--- src/rtl/rot_ret_pkg.sv ---
package rot_ret_pkg;

   // ***************************************************************
   // register map, byte addresses of aligned 32-bit words
   // ***************************************************************
   localparam logic [4:0] OFS_CMD    = 5'h00; // opcode and operand, starts
   localparam logic [4:0] OFS_STATUS = 5'h04; // busy, rejected
   localparam logic [4:0] OFS_FLAGS  = 5'h08; // flag byte
   localparam logic [4:0] OFS_PC     = 5'h0c; // program counter
   localparam logic [4:0] OFS_SP     = 5'h10; // stack pointer
   localparam logic [4:0] OFS_RP     = 5'h14; // working register group

   // ***************************************************************
   // field positions
   // ***************************************************************
   localparam int CMD_OPC_LSB    = 0;  // opcode byte in command word
   localparam int CMD_OPND_LSB   = 8;  // operand byte in command word
   localparam int STAT_BUSY_BIT  = 0;  // instruction in progress
   localparam int STAT_REJ_BIT   = 1;  // sticky, write one to clear
   localparam int FLAG_C_BIT     = 7;  // carry
   localparam int FLAG_Z_BIT     = 6;  // zero
   localparam int FLAG_S_BIT     = 5;  // sign
   localparam int FLAG_V_BIT     = 4;  // overflow
   localparam int FLAG_D_BIT     = 3;  // decimal adjust, never touched
   localparam int FLAG_H_BIT     = 2;  // half carry, never touched

   // ***************************************************************
   // values after reset
   // ***************************************************************
   localparam logic [7:0]  FLAGS_RST = 8'h00;
   localparam logic [15:0] PC_RST    = 16'h0000;
   localparam logic [15:0] SP_RST    = 16'h0000;
   localparam logic [7:0]  RP_RST    = 8'h00;

   // ***************************************************************
   // opcodes and timing
   // ***************************************************************
   localparam logic [7:0] OPC_RETURN     = 8'haf;
   localparam logic [7:0] OPC_ROT_L      = 8'h90; // +1 is indirect form
   localparam logic [7:0] OPC_ROT_LC     = 8'h10;
   localparam logic [7:0] OPC_ROT_R      = 8'he0;
   localparam logic [7:0] OPC_ROT_RC     = 8'hc0;
   localparam logic [3:0] WREG_NIBBLE    = 4'he;  // 1110b marks r0..r15
   localparam logic [4:0] ROT_CYCLES     = 5'd6;
   localparam logic [4:0] RET_CYCLES     = 5'd14;
   localparam logic [15:0] SP_POP_STEP   = 16'h0002;

   // rotate flavours
   typedef enum logic [1:0] {
      ROT_LEFT,
      ROT_LEFT_C,
      ROT_RIGHT,
      ROT_RIGHT_C
   } rot_kind_t;

   // sequencer states
   typedef enum logic [3:0] {
      ST_IDLE,
      ST_PTR_RD,
      ST_PTR_DATA,
      ST_OPND_RD,
      ST_OPND_DATA,
      ST_POP_HI_RD,
      ST_POP_HI_DATA,
      ST_POP_LO_RD,
      ST_POP_LO_DATA,
      ST_HOLD
   } state_t;

   // opcode with the direct/indirect bit masked off
   function automatic logic [7:0] opc_base(input logic [7:0] opc);
      opc_base = {opc[7:1], 1'b0};
   endfunction : opc_base

   // true for any of the eight rotate opcodes
   function automatic logic is_rotate(input logic [7:0] opc);
      is_rotate = (opc_base(opc) == OPC_ROT_L)  ||
                  (opc_base(opc) == OPC_ROT_LC) ||
                  (opc_base(opc) == OPC_ROT_R)  ||
                  (opc_base(opc) == OPC_ROT_RC);
   endfunction : is_rotate

   // rotate flavour of a rotate opcode
   function automatic rot_kind_t kind_of(input logic [7:0] opc);
      if (opc_base(opc) == OPC_ROT_L) begin
         kind_of = ROT_LEFT;
      end else if (opc_base(opc) == OPC_ROT_LC) begin
         kind_of = ROT_LEFT_C;
      end else if (opc_base(opc) == OPC_ROT_R) begin
         kind_of = ROT_RIGHT;
      end else begin
         kind_of = ROT_RIGHT_C;
      end
   endfunction : kind_of

endpackage : rot_ret_pkg

--- src/rtl/rotate_unit.sv ---
`timescale 1ns/1ps
module rotate_unit (
   // operation and operand
   input  wire rot_ret_pkg::rot_kind_t kind_i,
   input  wire logic [7:0]            operand_i,
   input  wire logic                  carry_i,
   // result and new flags
   output logic [7:0]                 result_o,
   output logic                       carry_o,
   output logic                       zero_o,
   output logic                       sign_o,
   output logic                       overflow_o
);

   // ***************************************************************
   // pure datapath, no state
   // ***************************************************************
   wire is_left = (kind_i == rot_ret_pkg::ROT_LEFT) ||
                  (kind_i == rot_ret_pkg::ROT_LEFT_C);
   // bit entering at bit 0 on a left rotate
   wire left_in  = (kind_i == rot_ret_pkg::ROT_LEFT) ?
                   operand_i[7] : carry_i;
   // bit entering at bit 7 on a right rotate
   wire right_in = (kind_i == rot_ret_pkg::ROT_RIGHT) ?
                   operand_i[0] : carry_i;

   assign result_o   = is_left ? {operand_i[6:0], left_in}
                               : {right_in, operand_i[7:1]};
   // outgoing bit lands in carry
   assign carry_o    = is_left ? operand_i[7]
                               : operand_i[0];
   assign zero_o     = (result_o == 8'h00);
   assign sign_o     = result_o[7];
   // sign change across the rotation
   assign overflow_o = result_o[7] ^ operand_i[7];

endmodule : rotate_unit

--- src/rtl/operand_resolver.sv ---
`timescale 1ns/1ps
module operand_resolver (
   // operand byte and working group
   input  wire logic [7:0] operand_i,
   input  wire logic [7:0] group_i,
   // full register file address
   output logic [7:0]      reg_addr_o
);

   // ***************************************************************
   // short working register form maps into the current group
   // ***************************************************************
   wire is_working = (operand_i[7:4] == rot_ret_pkg::WREG_NIBBLE);
   assign reg_addr_o = is_working ? {group_i[7:4], operand_i[3:0]}
                                  : operand_i;

endmodule : operand_resolver

--- src/rtl/return_and_rotate_execution.sv ---
// The placing of the registers and the Avalon-MM register port were left to the implementer.
`timescale 1ns/1ps
module return_and_rotate_execution (
   // clock and reset
   input  wire logic        sys_clk_i,
   input  wire logic        sys_rst_i,
   // avalon-mm slave
   input  wire logic [4:0]  avs_address_i,
   input  wire logic        avs_read_i,
   input  wire logic        avs_write_i,
   input  wire logic [31:0] avs_writedata_i,
   input  wire logic [3:0]  avs_byteenable_i,
   output logic [31:0]      avs_readdata_o,
   output logic             avs_waitrequest_o,
   // register file port
   output logic [7:0]       rf_addr_o,
   output logic             rf_rd_o,
   input  wire logic [7:0]  rf_rdata_i,
   output logic             rf_wr_o,
   output logic [7:0]       rf_wdata_o,
   // stack memory read port
   output logic [15:0]      stk_addr_o,
   output logic             stk_rd_o,
   input  wire logic [7:0]  stk_rdata_i,
   // program counter towards fetch
   output logic [15:0]      program_counter_o,
   output logic             pc_load_o
);

   // ***************************************************************
   // byte lane merge for partial writes
   // ***************************************************************
   function automatic logic [31:0] lane_merge(input logic [31:0] old_w,
                                              input logic [31:0] new_w,
                                              input logic [3:0]  be);
      logic [31:0] res;
      res = old_w;
      for (int i = 0; i < 4; i++) begin
         if (be[i]) begin
            res[8*i +: 8] = new_w[8*i +: 8];
         end
      end
      lane_merge = res;
   endfunction : lane_merge

   // ***************************************************************
   // state
   // ***************************************************************
   rot_ret_pkg::state_t    state;        // sequencer
   rot_ret_pkg::rot_kind_t kind;         // latched rotate flavour
   logic [7:0]  opcode;                  // last accepted opcode
   logic [7:0]  operand;                 // last accepted operand
   logic [7:0]  flags;                   // C Z S V D H, two spare
   logic [15:0] stack_pointer;
   logic [7:0]  group;                   // working register group
   logic [7:0]  ret_hi;                  // popped high byte
   logic [4:0]  cycle_cnt;               // cycles since start
   logic [4:0]  cycle_len;               // cycles this instruction takes
   logic        rejected;                // sticky refusal flag
   logic        ack;                     // bus access in its second cycle

   // ***************************************************************
   // bus handshake: one wait state on every access
   // ***************************************************************
   wire access  = avs_read_i | avs_write_i;
   wire wr_go   = avs_write_i & ack;     // write takes effect here
   wire rd_cap  = avs_read_i & ~ack;     // read data captured here
   assign avs_waitrequest_o = access & ~ack;

   // toggles so each access sees exactly one wait cycle
   always_ff @(posedge sys_clk_i) begin
      if (sys_rst_i) begin
         ack <= 1'b0;
      end else begin
         ack <= access & ~ack;
      end
   end

   // ***************************************************************
   // address decode
   // ***************************************************************
   wire sel_cmd    = (avs_address_i == rot_ret_pkg::OFS_CMD);
   wire sel_status = (avs_address_i == rot_ret_pkg::OFS_STATUS);
   wire sel_flags  = (avs_address_i == rot_ret_pkg::OFS_FLAGS);
   wire sel_pc     = (avs_address_i == rot_ret_pkg::OFS_PC);
   wire sel_sp     = (avs_address_i == rot_ret_pkg::OFS_SP);
   wire sel_rp     = (avs_address_i == rot_ret_pkg::OFS_RP);
   wire idle       = (state == rot_ret_pkg::ST_IDLE);
   wire busy       = ~idle;

   // merged write words, only the enabled lanes change
   wire [31:0] wm_cmd = lane_merge({16'h0000, operand, opcode},
                                   avs_writedata_i, avs_byteenable_i);
   wire [31:0] wm_flg = lane_merge({24'h000000, flags},
                                   avs_writedata_i, avs_byteenable_i);
   wire [31:0] wm_pc  = lane_merge({16'h0000, program_counter_o},
                                   avs_writedata_i, avs_byteenable_i);
   wire [31:0] wm_sp  = lane_merge({16'h0000, stack_pointer},
                                   avs_writedata_i, avs_byteenable_i);
   wire [31:0] wm_rp  = lane_merge({24'h000000, group},
                                   avs_writedata_i, avs_byteenable_i);

   // command word as it would stand after the write
   wire [7:0] new_opc  = wm_cmd[rot_ret_pkg::CMD_OPC_LSB +: 8];
   wire [7:0] new_opnd = wm_cmd[rot_ret_pkg::CMD_OPND_LSB +: 8];
   wire new_is_rot = rot_ret_pkg::is_rotate(new_opc);
   wire new_is_ret = (new_opc == rot_ret_pkg::OPC_RETURN);
   wire cmd_wr     = wr_go & sel_cmd;
   // a command is only taken while idle and if it is one we execute
   wire start      = cmd_wr & idle & (new_is_rot | new_is_ret);
   wire refuse     = cmd_wr & ~start;
   // state registers are frozen while an instruction runs
   wire cfg_wr     = wr_go & idle;

   // ***************************************************************
   // read mux
   // ***************************************************************
   logic [31:0] rd_word;
   always_comb begin
      rd_word = 32'h00000000;                    // unmapped reads zero
      if (sel_cmd) begin
         rd_word = {16'h0000, operand, opcode};
      end else if (sel_status) begin
         rd_word[rot_ret_pkg::STAT_BUSY_BIT] = busy;
         rd_word[rot_ret_pkg::STAT_REJ_BIT]  = rejected;
      end else if (sel_flags) begin
         rd_word = {24'h000000, flags};
      end else if (sel_pc) begin
         rd_word = {16'h0000, program_counter_o};
      end else if (sel_sp) begin
         rd_word = {16'h0000, stack_pointer};
      end else if (sel_rp) begin
         rd_word = {24'h000000, group};
      end
   end

   // read data registered, stands at the edge waitrequest is low
   always_ff @(posedge sys_clk_i) begin
      if (sys_rst_i) begin
         avs_readdata_o <= 32'h00000000;
      end else if (rd_cap) begin
         avs_readdata_o <= rd_word;
      end
   end

   // ***************************************************************
   // refusal flag: set wins over a same-cycle clear
   // ***************************************************************
   wire rej_clr = wr_go & sel_status & avs_byteenable_i[0] &
                  avs_writedata_i[rot_ret_pkg::STAT_REJ_BIT];
   always_ff @(posedge sys_clk_i) begin
      if (sys_rst_i) begin
         rejected <= 1'b0;
      end else if (refuse) begin
         rejected <= 1'b1;
      end else if (rej_clr) begin
         rejected <= 1'b0;
      end
   end

   // ***************************************************************
   // datapath helpers
   // ***************************************************************
   wire [7:0] direct_addr;               // operand after group mapping
   operand_resolver u_resolve (
      .operand_i  (new_opnd),
      .group_i    (group),
      .reg_addr_o (direct_addr)
   );

   wire [7:0] rot_result;
   wire       rot_c;
   wire       rot_z;
   wire       rot_s;
   wire       rot_v;
   rotate_unit u_rotate (
      .kind_i     (kind),
      .operand_i  (rf_rdata_i),
      .carry_i    (flags[rot_ret_pkg::FLAG_C_BIT]),
      .result_o   (rot_result),
      .carry_o    (rot_c),
      .zero_o     (rot_z),
      .sign_o     (rot_s),
      .overflow_o (rot_v)
   );

   // popped return address and the stack pointer past it
   wire [15:0] popped  = {ret_hi, stk_rdata_i};
   wire [15:0] sp_next = stack_pointer + rot_ret_pkg::SP_POP_STEP;
   wire        last_cycle = (cycle_cnt == cycle_len - 5'd1);

   // ***************************************************************
   // cycle counter: every instruction lasts its full cycle figure
   // ***************************************************************
   always_ff @(posedge sys_clk_i) begin
      if (sys_rst_i || start) begin
         cycle_cnt <= 5'd0;
      end else if (busy) begin
         cycle_cnt <= cycle_cnt + 5'd1;
      end
   end

   // ***************************************************************
   // command and configuration registers
   // ***************************************************************
   always_ff @(posedge sys_clk_i) begin
      if (sys_rst_i) begin
         opcode    <= 8'h00;
         operand   <= 8'h00;
         kind      <= rot_ret_pkg::ROT_LEFT;
         cycle_len <= rot_ret_pkg::ROT_CYCLES;
         group     <= rot_ret_pkg::RP_RST;
      end else begin
         if (start) begin
            opcode    <= new_opc;
            operand   <= new_opnd;
            kind      <= rot_ret_pkg::kind_of(new_opc);
            cycle_len <= new_is_ret ? rot_ret_pkg::RET_CYCLES
                                    : rot_ret_pkg::ROT_CYCLES;
         end
         if (cfg_wr && sel_rp) begin
            group <= wm_rp[7:0];
         end
      end
   end

   // ***************************************************************
   // sequencer: register file and stack transfers
   // ***************************************************************
   always_ff @(posedge sys_clk_i) begin
      if (sys_rst_i) begin
         state             <= rot_ret_pkg::ST_IDLE;
         rf_addr_o         <= 8'h00;
         rf_rd_o           <= 1'b0;
         rf_wr_o           <= 1'b0;
         rf_wdata_o        <= 8'h00;
         stk_addr_o        <= 16'h0000;
         stk_rd_o          <= 1'b0;
         pc_load_o         <= 1'b0;
         ret_hi            <= 8'h00;
         flags             <= rot_ret_pkg::FLAGS_RST;
         program_counter_o <= rot_ret_pkg::PC_RST;
         stack_pointer     <= rot_ret_pkg::SP_RST;
      end else begin
         // strobes are single-cycle pulses
         rf_rd_o   <= 1'b0;
         rf_wr_o   <= 1'b0;
         stk_rd_o  <= 1'b0;
         pc_load_o <= 1'b0;
         case (state)
            rot_ret_pkg::ST_IDLE: begin
               if (start && new_is_ret) begin
                  stk_addr_o <= stack_pointer;
                  stk_rd_o   <= 1'b1;
                  state      <= rot_ret_pkg::ST_POP_HI_RD;
               end else if (start) begin
                  rf_addr_o <= direct_addr;
                  rf_rd_o   <= 1'b1;
                  // odd opcode: fetch pointer first
                  state     <= new_opc[0] ? rot_ret_pkg::ST_PTR_RD
                                          : rot_ret_pkg::ST_OPND_RD;
               end else begin
                  // software owns the state registers while idle
                  if (cfg_wr && sel_flags) begin
                     flags <= wm_flg[7:0];
                  end
                  if (cfg_wr && sel_pc) begin
                     program_counter_o <= wm_pc[15:0];
                  end
                  if (cfg_wr && sel_sp) begin
                     stack_pointer <= wm_sp[15:0];
                  end
               end
            end
            rot_ret_pkg::ST_PTR_RD: begin
               state <= rot_ret_pkg::ST_PTR_DATA;
            end
            rot_ret_pkg::ST_PTR_DATA: begin
               // pointer contents are a full address, no remap
               rf_addr_o <= rf_rdata_i;
               rf_rd_o   <= 1'b1;
               state     <= rot_ret_pkg::ST_OPND_RD;
            end
            rot_ret_pkg::ST_OPND_RD: begin
               state <= rot_ret_pkg::ST_OPND_DATA;
            end
            rot_ret_pkg::ST_OPND_DATA: begin
               // write back to the same address that was read
               rf_wdata_o <= rot_result;
               rf_wr_o    <= 1'b1;
               flags[rot_ret_pkg::FLAG_C_BIT] <= rot_c;
               flags[rot_ret_pkg::FLAG_Z_BIT] <= rot_z;
               flags[rot_ret_pkg::FLAG_S_BIT] <= rot_s;
               flags[rot_ret_pkg::FLAG_V_BIT] <= rot_v;
               // D and H bits are left alone on purpose
               state <= rot_ret_pkg::ST_HOLD;
            end
            rot_ret_pkg::ST_POP_HI_RD: begin
               state <= rot_ret_pkg::ST_POP_HI_DATA;
            end
            rot_ret_pkg::ST_POP_HI_DATA: begin
               ret_hi     <= stk_rdata_i;
               stk_addr_o <= stack_pointer + 16'h0001;
               stk_rd_o   <= 1'b1;
               state      <= rot_ret_pkg::ST_POP_LO_RD;
            end
            rot_ret_pkg::ST_POP_LO_RD: begin
               state <= rot_ret_pkg::ST_POP_LO_DATA;
            end
            rot_ret_pkg::ST_POP_LO_DATA: begin
               // flags untouched on the return path
               program_counter_o <= popped;
               pc_load_o         <= 1'b1;
               stack_pointer     <= sp_next;
               state             <= rot_ret_pkg::ST_HOLD;
            end
            rot_ret_pkg::ST_HOLD: begin
               // pad out to the instruction's cycle figure
               if (last_cycle) begin
                  state <= rot_ret_pkg::ST_IDLE;
               end
            end
            default: begin
               state <= rot_ret_pkg::ST_IDLE;
            end
         endcase
      end
   end

endmodule : return_and_rotate_execution

--- config.mk ---
export PLATFORM = sky130hd
export DESIGN_NAME = return_and_rotate_execution
export DESIGN_NICKNAME = d
export VERILOG_FILES = /design/src/rtl/rot_ret_pkg.sv /design/src/rtl/rotate_unit.sv /design/src/rtl/operand_resolver.sv /design/src/rtl/return_and_rotate_execution.sv
export SDC_FILE = /design/constraint.sdc
export NUM_CORES = 1
export LEC_CHECK = 0
export ABC_AREA = 0
export BUFFER_PORTS_ARGS = -buffer_cell sky130_fd_sc_hd__buf_4
export CORE_MARGIN = 4
export CORE_UTILIZATION = 55
export CTS_CLUSTER_DIAMETER = 60
export DETAILED_ROUTE_END_ITERATION = 16
export PLACE_DENSITY_LB_ADDON = 0.15
export SYNTH_ARGS = -nofsm -noshare
export SYNTH_HDL_FRONTEND = slang
export SYNTH_SLANG_ARGS = --single-unit
--- constraint.sdc ---
create_clock -name sys_clk_i -period 2.3 [get_ports sys_clk_i]
set_clock_uncertainty 0.15 [all_clocks]
set_input_delay 0.115 -clock sys_clk_i [delete_from_list [all_inputs] [get_ports sys_clk_i]]
set_output_delay 0.115 -clock sys_clk_i [all_outputs]
set_load 0.01 [all_outputs]
==> metrics.log <==
INFO  metric maxUsedRoutingLayer = met4
INFO  metric preCtsSetupSlack = 0.1242 ns
INFO  metric tightest_slew = 0.6351 ns
INFO  metric path_max_fanout = 10
INFO  metric postLayoutCoreUtil = 0.7380
INFO  metric wl_met2 = 11.14 mm
INFO  metric globalRoute.totalOverflow = 0
INFO  metric grt_pass1_vias = 6,956
INFO  metric ys_top_cells_by_area = sky130_fd_sc_hd__dfxtp_1 39%, sky130_fd_sc_hd__mux2i_1 6.3%, sky130_fd_sc_hd__nand2_1 6.1%, sky130_fd_sc_hd__nor2_1 4.4%, sky130_fd_sc_hd__a21oi_1 3.9%
INFO  metric antenna_cells_inserted = 0
INFO  metric amount_of_wire_on_met3_after_detailed_routing = 2.158 mm
INFO  metric design_power_total = between 5 and 6 mW
INFO  metric synth.yosys.warnings = 0
INFO  metric hold_path_class = primary input to flop
INFO  metric count_of_maximum_capacitance_violations = 0
INFO  metric cts-buffers-inserted = 17
INFO  metric grt_max_degree = 45
INFO  metric buffer_cell_driving_the_clock_tree_root = sky130_fd_sc_hd__clkbuf_16
INFO  metric outcome = finished clean
INFO  metric synth_top_cell_area_share = 0.3864
INFO  metric dp_hpwl = 16.40 mm
INFO  metric place_congestion = 0.9205
INFO  metric fin_tns_setup = 0 ns
INFO  metric final.period_utilization = 0.9524
INFO  metric core = about 0.013 mm^2
INFO  metric postSynthAreaPerCell = 8.313 um^2
INFO  metric clk_latency = 0.42 ns
INFO  metric initial_core_util = 0.5642
INFO  metric cp.arrival = 2.38 ns
INFO  metric synth_ff_type = sky130_fd_sc_hd__dfxtp_1
INFO  metric register_bit_count_reported_by_yosys = approximately 140
INFO  metric critical_path_data_required_time = ~2.5 ns
INFO  metric finalWorstPathRequiredPeriod = 2.191 ns
INFO  metric power_leakage = about 3.7 nW
INFO  metric drc = 0
INFO  metric io_pins = approximately 150
INFO  metric p_comb_frac = 0.079
INFO  metric pwr_density_cell = 635.7 mW/mm^2
INFO  metric floorplan.die.height = 122.0 um
INFO  metric regToRegSetupSlack = between 0.1 and 0.15 ns
INFO  metric tritoncts_num_sinks = 138
INFO  metric htree_levels = 4
INFO  metric fill_cells = 956
INFO  metric power_switching_share = 0.2236
INFO  metric synth_top_area_cell = sky130_fd_sc_hd__dfxtp_1
INFO  metric postSynthCellCount = 860
INFO  metric antenna_found_initial = 0
INFO  metric num_rows = 41
INFO  metric setup_ws = between 0.1 and 0.15 ns
INFO  metric grt_first_pass_wirelength = about 37 mm
INFO  metric clkTransAtPathRegs = roughly 0.06 ns
INFO  metric detail_route.wirelength.met1 = 9.752 mm
INFO  metric critical_path_startpoint_category = flop
INFO  metric port-buffer-count = 111
INFO  metric die_area = roughly 0.015 mm^2
INFO  metric irDropWorstVdd = 381.5 uV
INFO  metric rsz_0062_raised_after_global_routing = true
INFO  metric share_seq_of_total_power = 0.409
INFO  metric layout-area-overhead-vs-synth = 30.80%
INFO  metric setup_viol = 0
INFO  metric startpoint_of_the_most_critical_register_to_register_path = state[3]
INFO  metric largest_buffer_count_on_any_clock_path = 2
INFO  metric synth.yosys.seq_area_share = 0.3864
INFO  metric timing.max_slew.rel_slack = 0.5706
INFO  metric yosys.cell_types.count = 71
INFO  metric critical_path.endpoint_type = flop
INFO  metric power.clock.fraction = 0.513
INFO  metric number_of_enable_flip_flop_cells_after_synthesis = 0
INFO  metric antenna_violating_nets_post_route = 0
INFO  metric die_width = 122.0 um
INFO  metric p_int = 4.616 mW
INFO  metric finalHoldViolations = 0
INFO  metric detailedRoute.firstPassIterationCount = 5
INFO  metric vias = 7,517
INFO  metric max_freq = 456.5 MHz
INFO  metric nets = approximately 1,100
INFO  metric post_synth_instance_area = 0.007149 mm^2
INFO  metric track_usage = 0.3139
INFO  metric postSynth.asyncResetShare = 0
INFO  metric hold_slack = roughly 0.028 ns
INFO  metric post_drt_wl_per_cell = 19.86 um
INFO  metric drt-initial-drc-count = 866
INFO  metric crit-reg2reg-capture = rf_addr_o[4]
INFO  metric report.final.slew_viol_count = 0
INFO  metric worst_setup_path_start = state[3]
INFO  metric critical_path_endpoint = rf_addr_o[4]
INFO  metric tritoncts = built
INFO  metric routed_wirelength = approximately 24 mm
INFO  metric route.detailed.vias_per_inst = 6.317
INFO  metric crit_type = flop to flop
INFO  metric netSwitchingPower = roughly 1.3 mW
INFO  metric post_route_cells_drive_above_1_share = 0.2200
INFO  metric reg2regPathDepth = 7
-- power groups by stage --
stage	Combinational, mW	Sequential [mW]	Clock, mW
2_1_floorplan	0.214	2.49	0
3_3_place_gp	0.389	2.48	0
4_1_cts	0.453	2.43	3.06
5_1_grt	0.499	2.43	3.17
3_5_place_dp	0.398	2.48	0
6_report	0.467	2.43	3.05
-- flip-flops by register name (all words and copies together) (netlist names), 16 cells and up --
register           flops
stk_addr_o            16
program_counter_o     16
stack_pointer         16
avs_readdata_o        16
-- layout make-up --
class                           instances  area (um^2)  area share
Multi-Input combinational cell        645         4063      0.4344
Sequential cell                       138         2763      0.2954
Timing Repair Buffer                  198         1632      0.1745
Clock buffer                           20        466.7     0.04991
Tap cell                              172        215.2     0.02301
Clock inverter                         12        193.9     0.02074
Inverter                                5        18.77    0.002007
-- cells in the final DEF, fill, tap and decap left out, types with 4 or more instances in the layout --
cell / instances
sky130_fd_sc_hd__a211oi_1: 28
sky130_fd_sc_hd__a21o_1: 6
sky130_fd_sc_hd__a21oi_1: 56
sky130_fd_sc_hd__a221oi_1: 4
sky130_fd_sc_hd__a22o_1: 9
sky130_fd_sc_hd__a22oi_1: 11
sky130_fd_sc_hd__a311oi_1: 20
sky130_fd_sc_hd__a31oi_1: 8
sky130_fd_sc_hd__a32oi_1: 14
sky130_fd_sc_hd__and2_1: 8
sky130_fd_sc_hd__and3_1: 6
sky130_fd_sc_hd__buf_12: 4
sky130_fd_sc_hd__buf_4: 156
sky130_fd_sc_hd__bufinv_16: 5
sky130_fd_sc_hd__clkbuf_16: 17
sky130_fd_sc_hd__clkinv_2: 4
sky130_fd_sc_hd__conb_1: 16
sky130_fd_sc_hd__dfxtp_1: 138
sky130_fd_sc_hd__dlygate4sd3_1: 38
sky130_fd_sc_hd__ha_1: 4
sky130_fd_sc_hd__inv_1: 5
sky130_fd_sc_hd__mux2_2: 8
sky130_fd_sc_hd__mux2i_1: 45
sky130_fd_sc_hd__nand2_1: 116
sky130_fd_sc_hd__nand3_1: 11
sky130_fd_sc_hd__nand3b_1: 5
sky130_fd_sc_hd__nand4_1: 8
sky130_fd_sc_hd__nor2_1: 84
sky130_fd_sc_hd__nor2b_1: 9
sky130_fd_sc_hd__nor3_1: 20
sky130_fd_sc_hd__o211a_1: 6
sky130_fd_sc_hd__o211ai_1: 7
sky130_fd_sc_hd__o21a_1: 7
sky130_fd_sc_hd__o21ai_0: 38
sky130_fd_sc_hd__o31ai_1: 12
sky130_fd_sc_hd__xnor2_1: 8
sky130_fd_sc_hd__xor2_1: 12
-- worst min-delay path by stage --
| stage | from | end | slack [ns] | depth (start not counted) |
|---|---|---|---|---|
| after global placement | stk_rdata_i[3] | ret_hi[3] | 0.22 | 3 |
| after detailed placement | stk_rdata_i[3] | ret_hi[3] | 0.23 | 3 |
| final | avs_address_i[3] | rejected | 0.03 | 3 |
| after CTS | avs_address_i[3] | rejected | 0.02 | 3 |
| after floorplan | stk_rdata_i[0] | ret_hi[0] | 0.10 | 2 |
| after global routing | avs_address_i[3] | rejected | 0.08 | 3 |
-- logic make-up (layout without fill, tap and decap cells) --
group / Yosys count / count (layout) / synth area share
AOI/OAI and AO/OA: 248 / 248 / 0.2413
xor gates and xnor gates: 20 / 20 / 0.02450
adders and majority gates: 4 / 4 / 0.007001
buffers and inverters: 92 / 235 / 0.05881
DFF: 138 / 138 / 0.3864
muxes: 54 / 54 / 0.07875
other: 1 / 16 / 0.0005245
and+or+nand+nor: 303 / 303 / 0.2027
-- worst max-delay path, cell delays in order (launching register included) --
cell and delay, ns:
sky130_fd_sc_hd__dfxtp_1 0.31, sky130_fd_sc_hd__buf_4 0.17, sky130_fd_sc_hd__nor4_4 0.31, sky130_fd_sc_hd__nand4_2 0.20
sky130_fd_sc_hd__a21o_1 0.32, sky130_fd_sc_hd__o211ai_2 0.21, sky130_fd_sc_hd__buf_4 0.23, sky130_fd_sc_hd__mux2i_1 0.19
-- cell usage after synthesis (all sizes together) (6+ instances only) --
cell    instances
clkbuf         52
o21a            7
and3            6
a31oi           8
xnor2           8
o211ai          8
nand2         116
o211a           6
nor3           21
nand4           9
nand3          11
mux2            8
a22o            9
xor2           12
o21ai          39
mux2i          45
a22oi          11
a32oi          14
a21o            6
a211oi         29
nor2b          10
nor2           85
a311oi         20
buf            35
o31ai          12
a221oi          6
dfxtp         138
and2            9
a21oi          58
-- metal layers --
layer	up-vias	GRT usage
met1	3579	0.4174
met4	0	0.1134
met5	-	0
met2	458	0.5142
met3	73	0.05432
li1	3407	-
-- stage by stage --
| stage | cells | instance area [um^2] |
|---|---|---|
| global placement | 1120 | 8290 |
| detailed placement | 1120 | 8290 |
| floorplan | 875 | 7206 |
| global route | 1190 | 9351 |
| CTS | 1190 | 9331 |
| finish | 1190 | 9351 |
-- timing repair --
item	in CTS	in global routing
buffers inserted	0	0
resized for setup	0	4
endpoints found under the hold margin	70	0
endpoints found under the setup margin	0	11
hold buffers	38	0
Power figures use the tool's default switching activity.
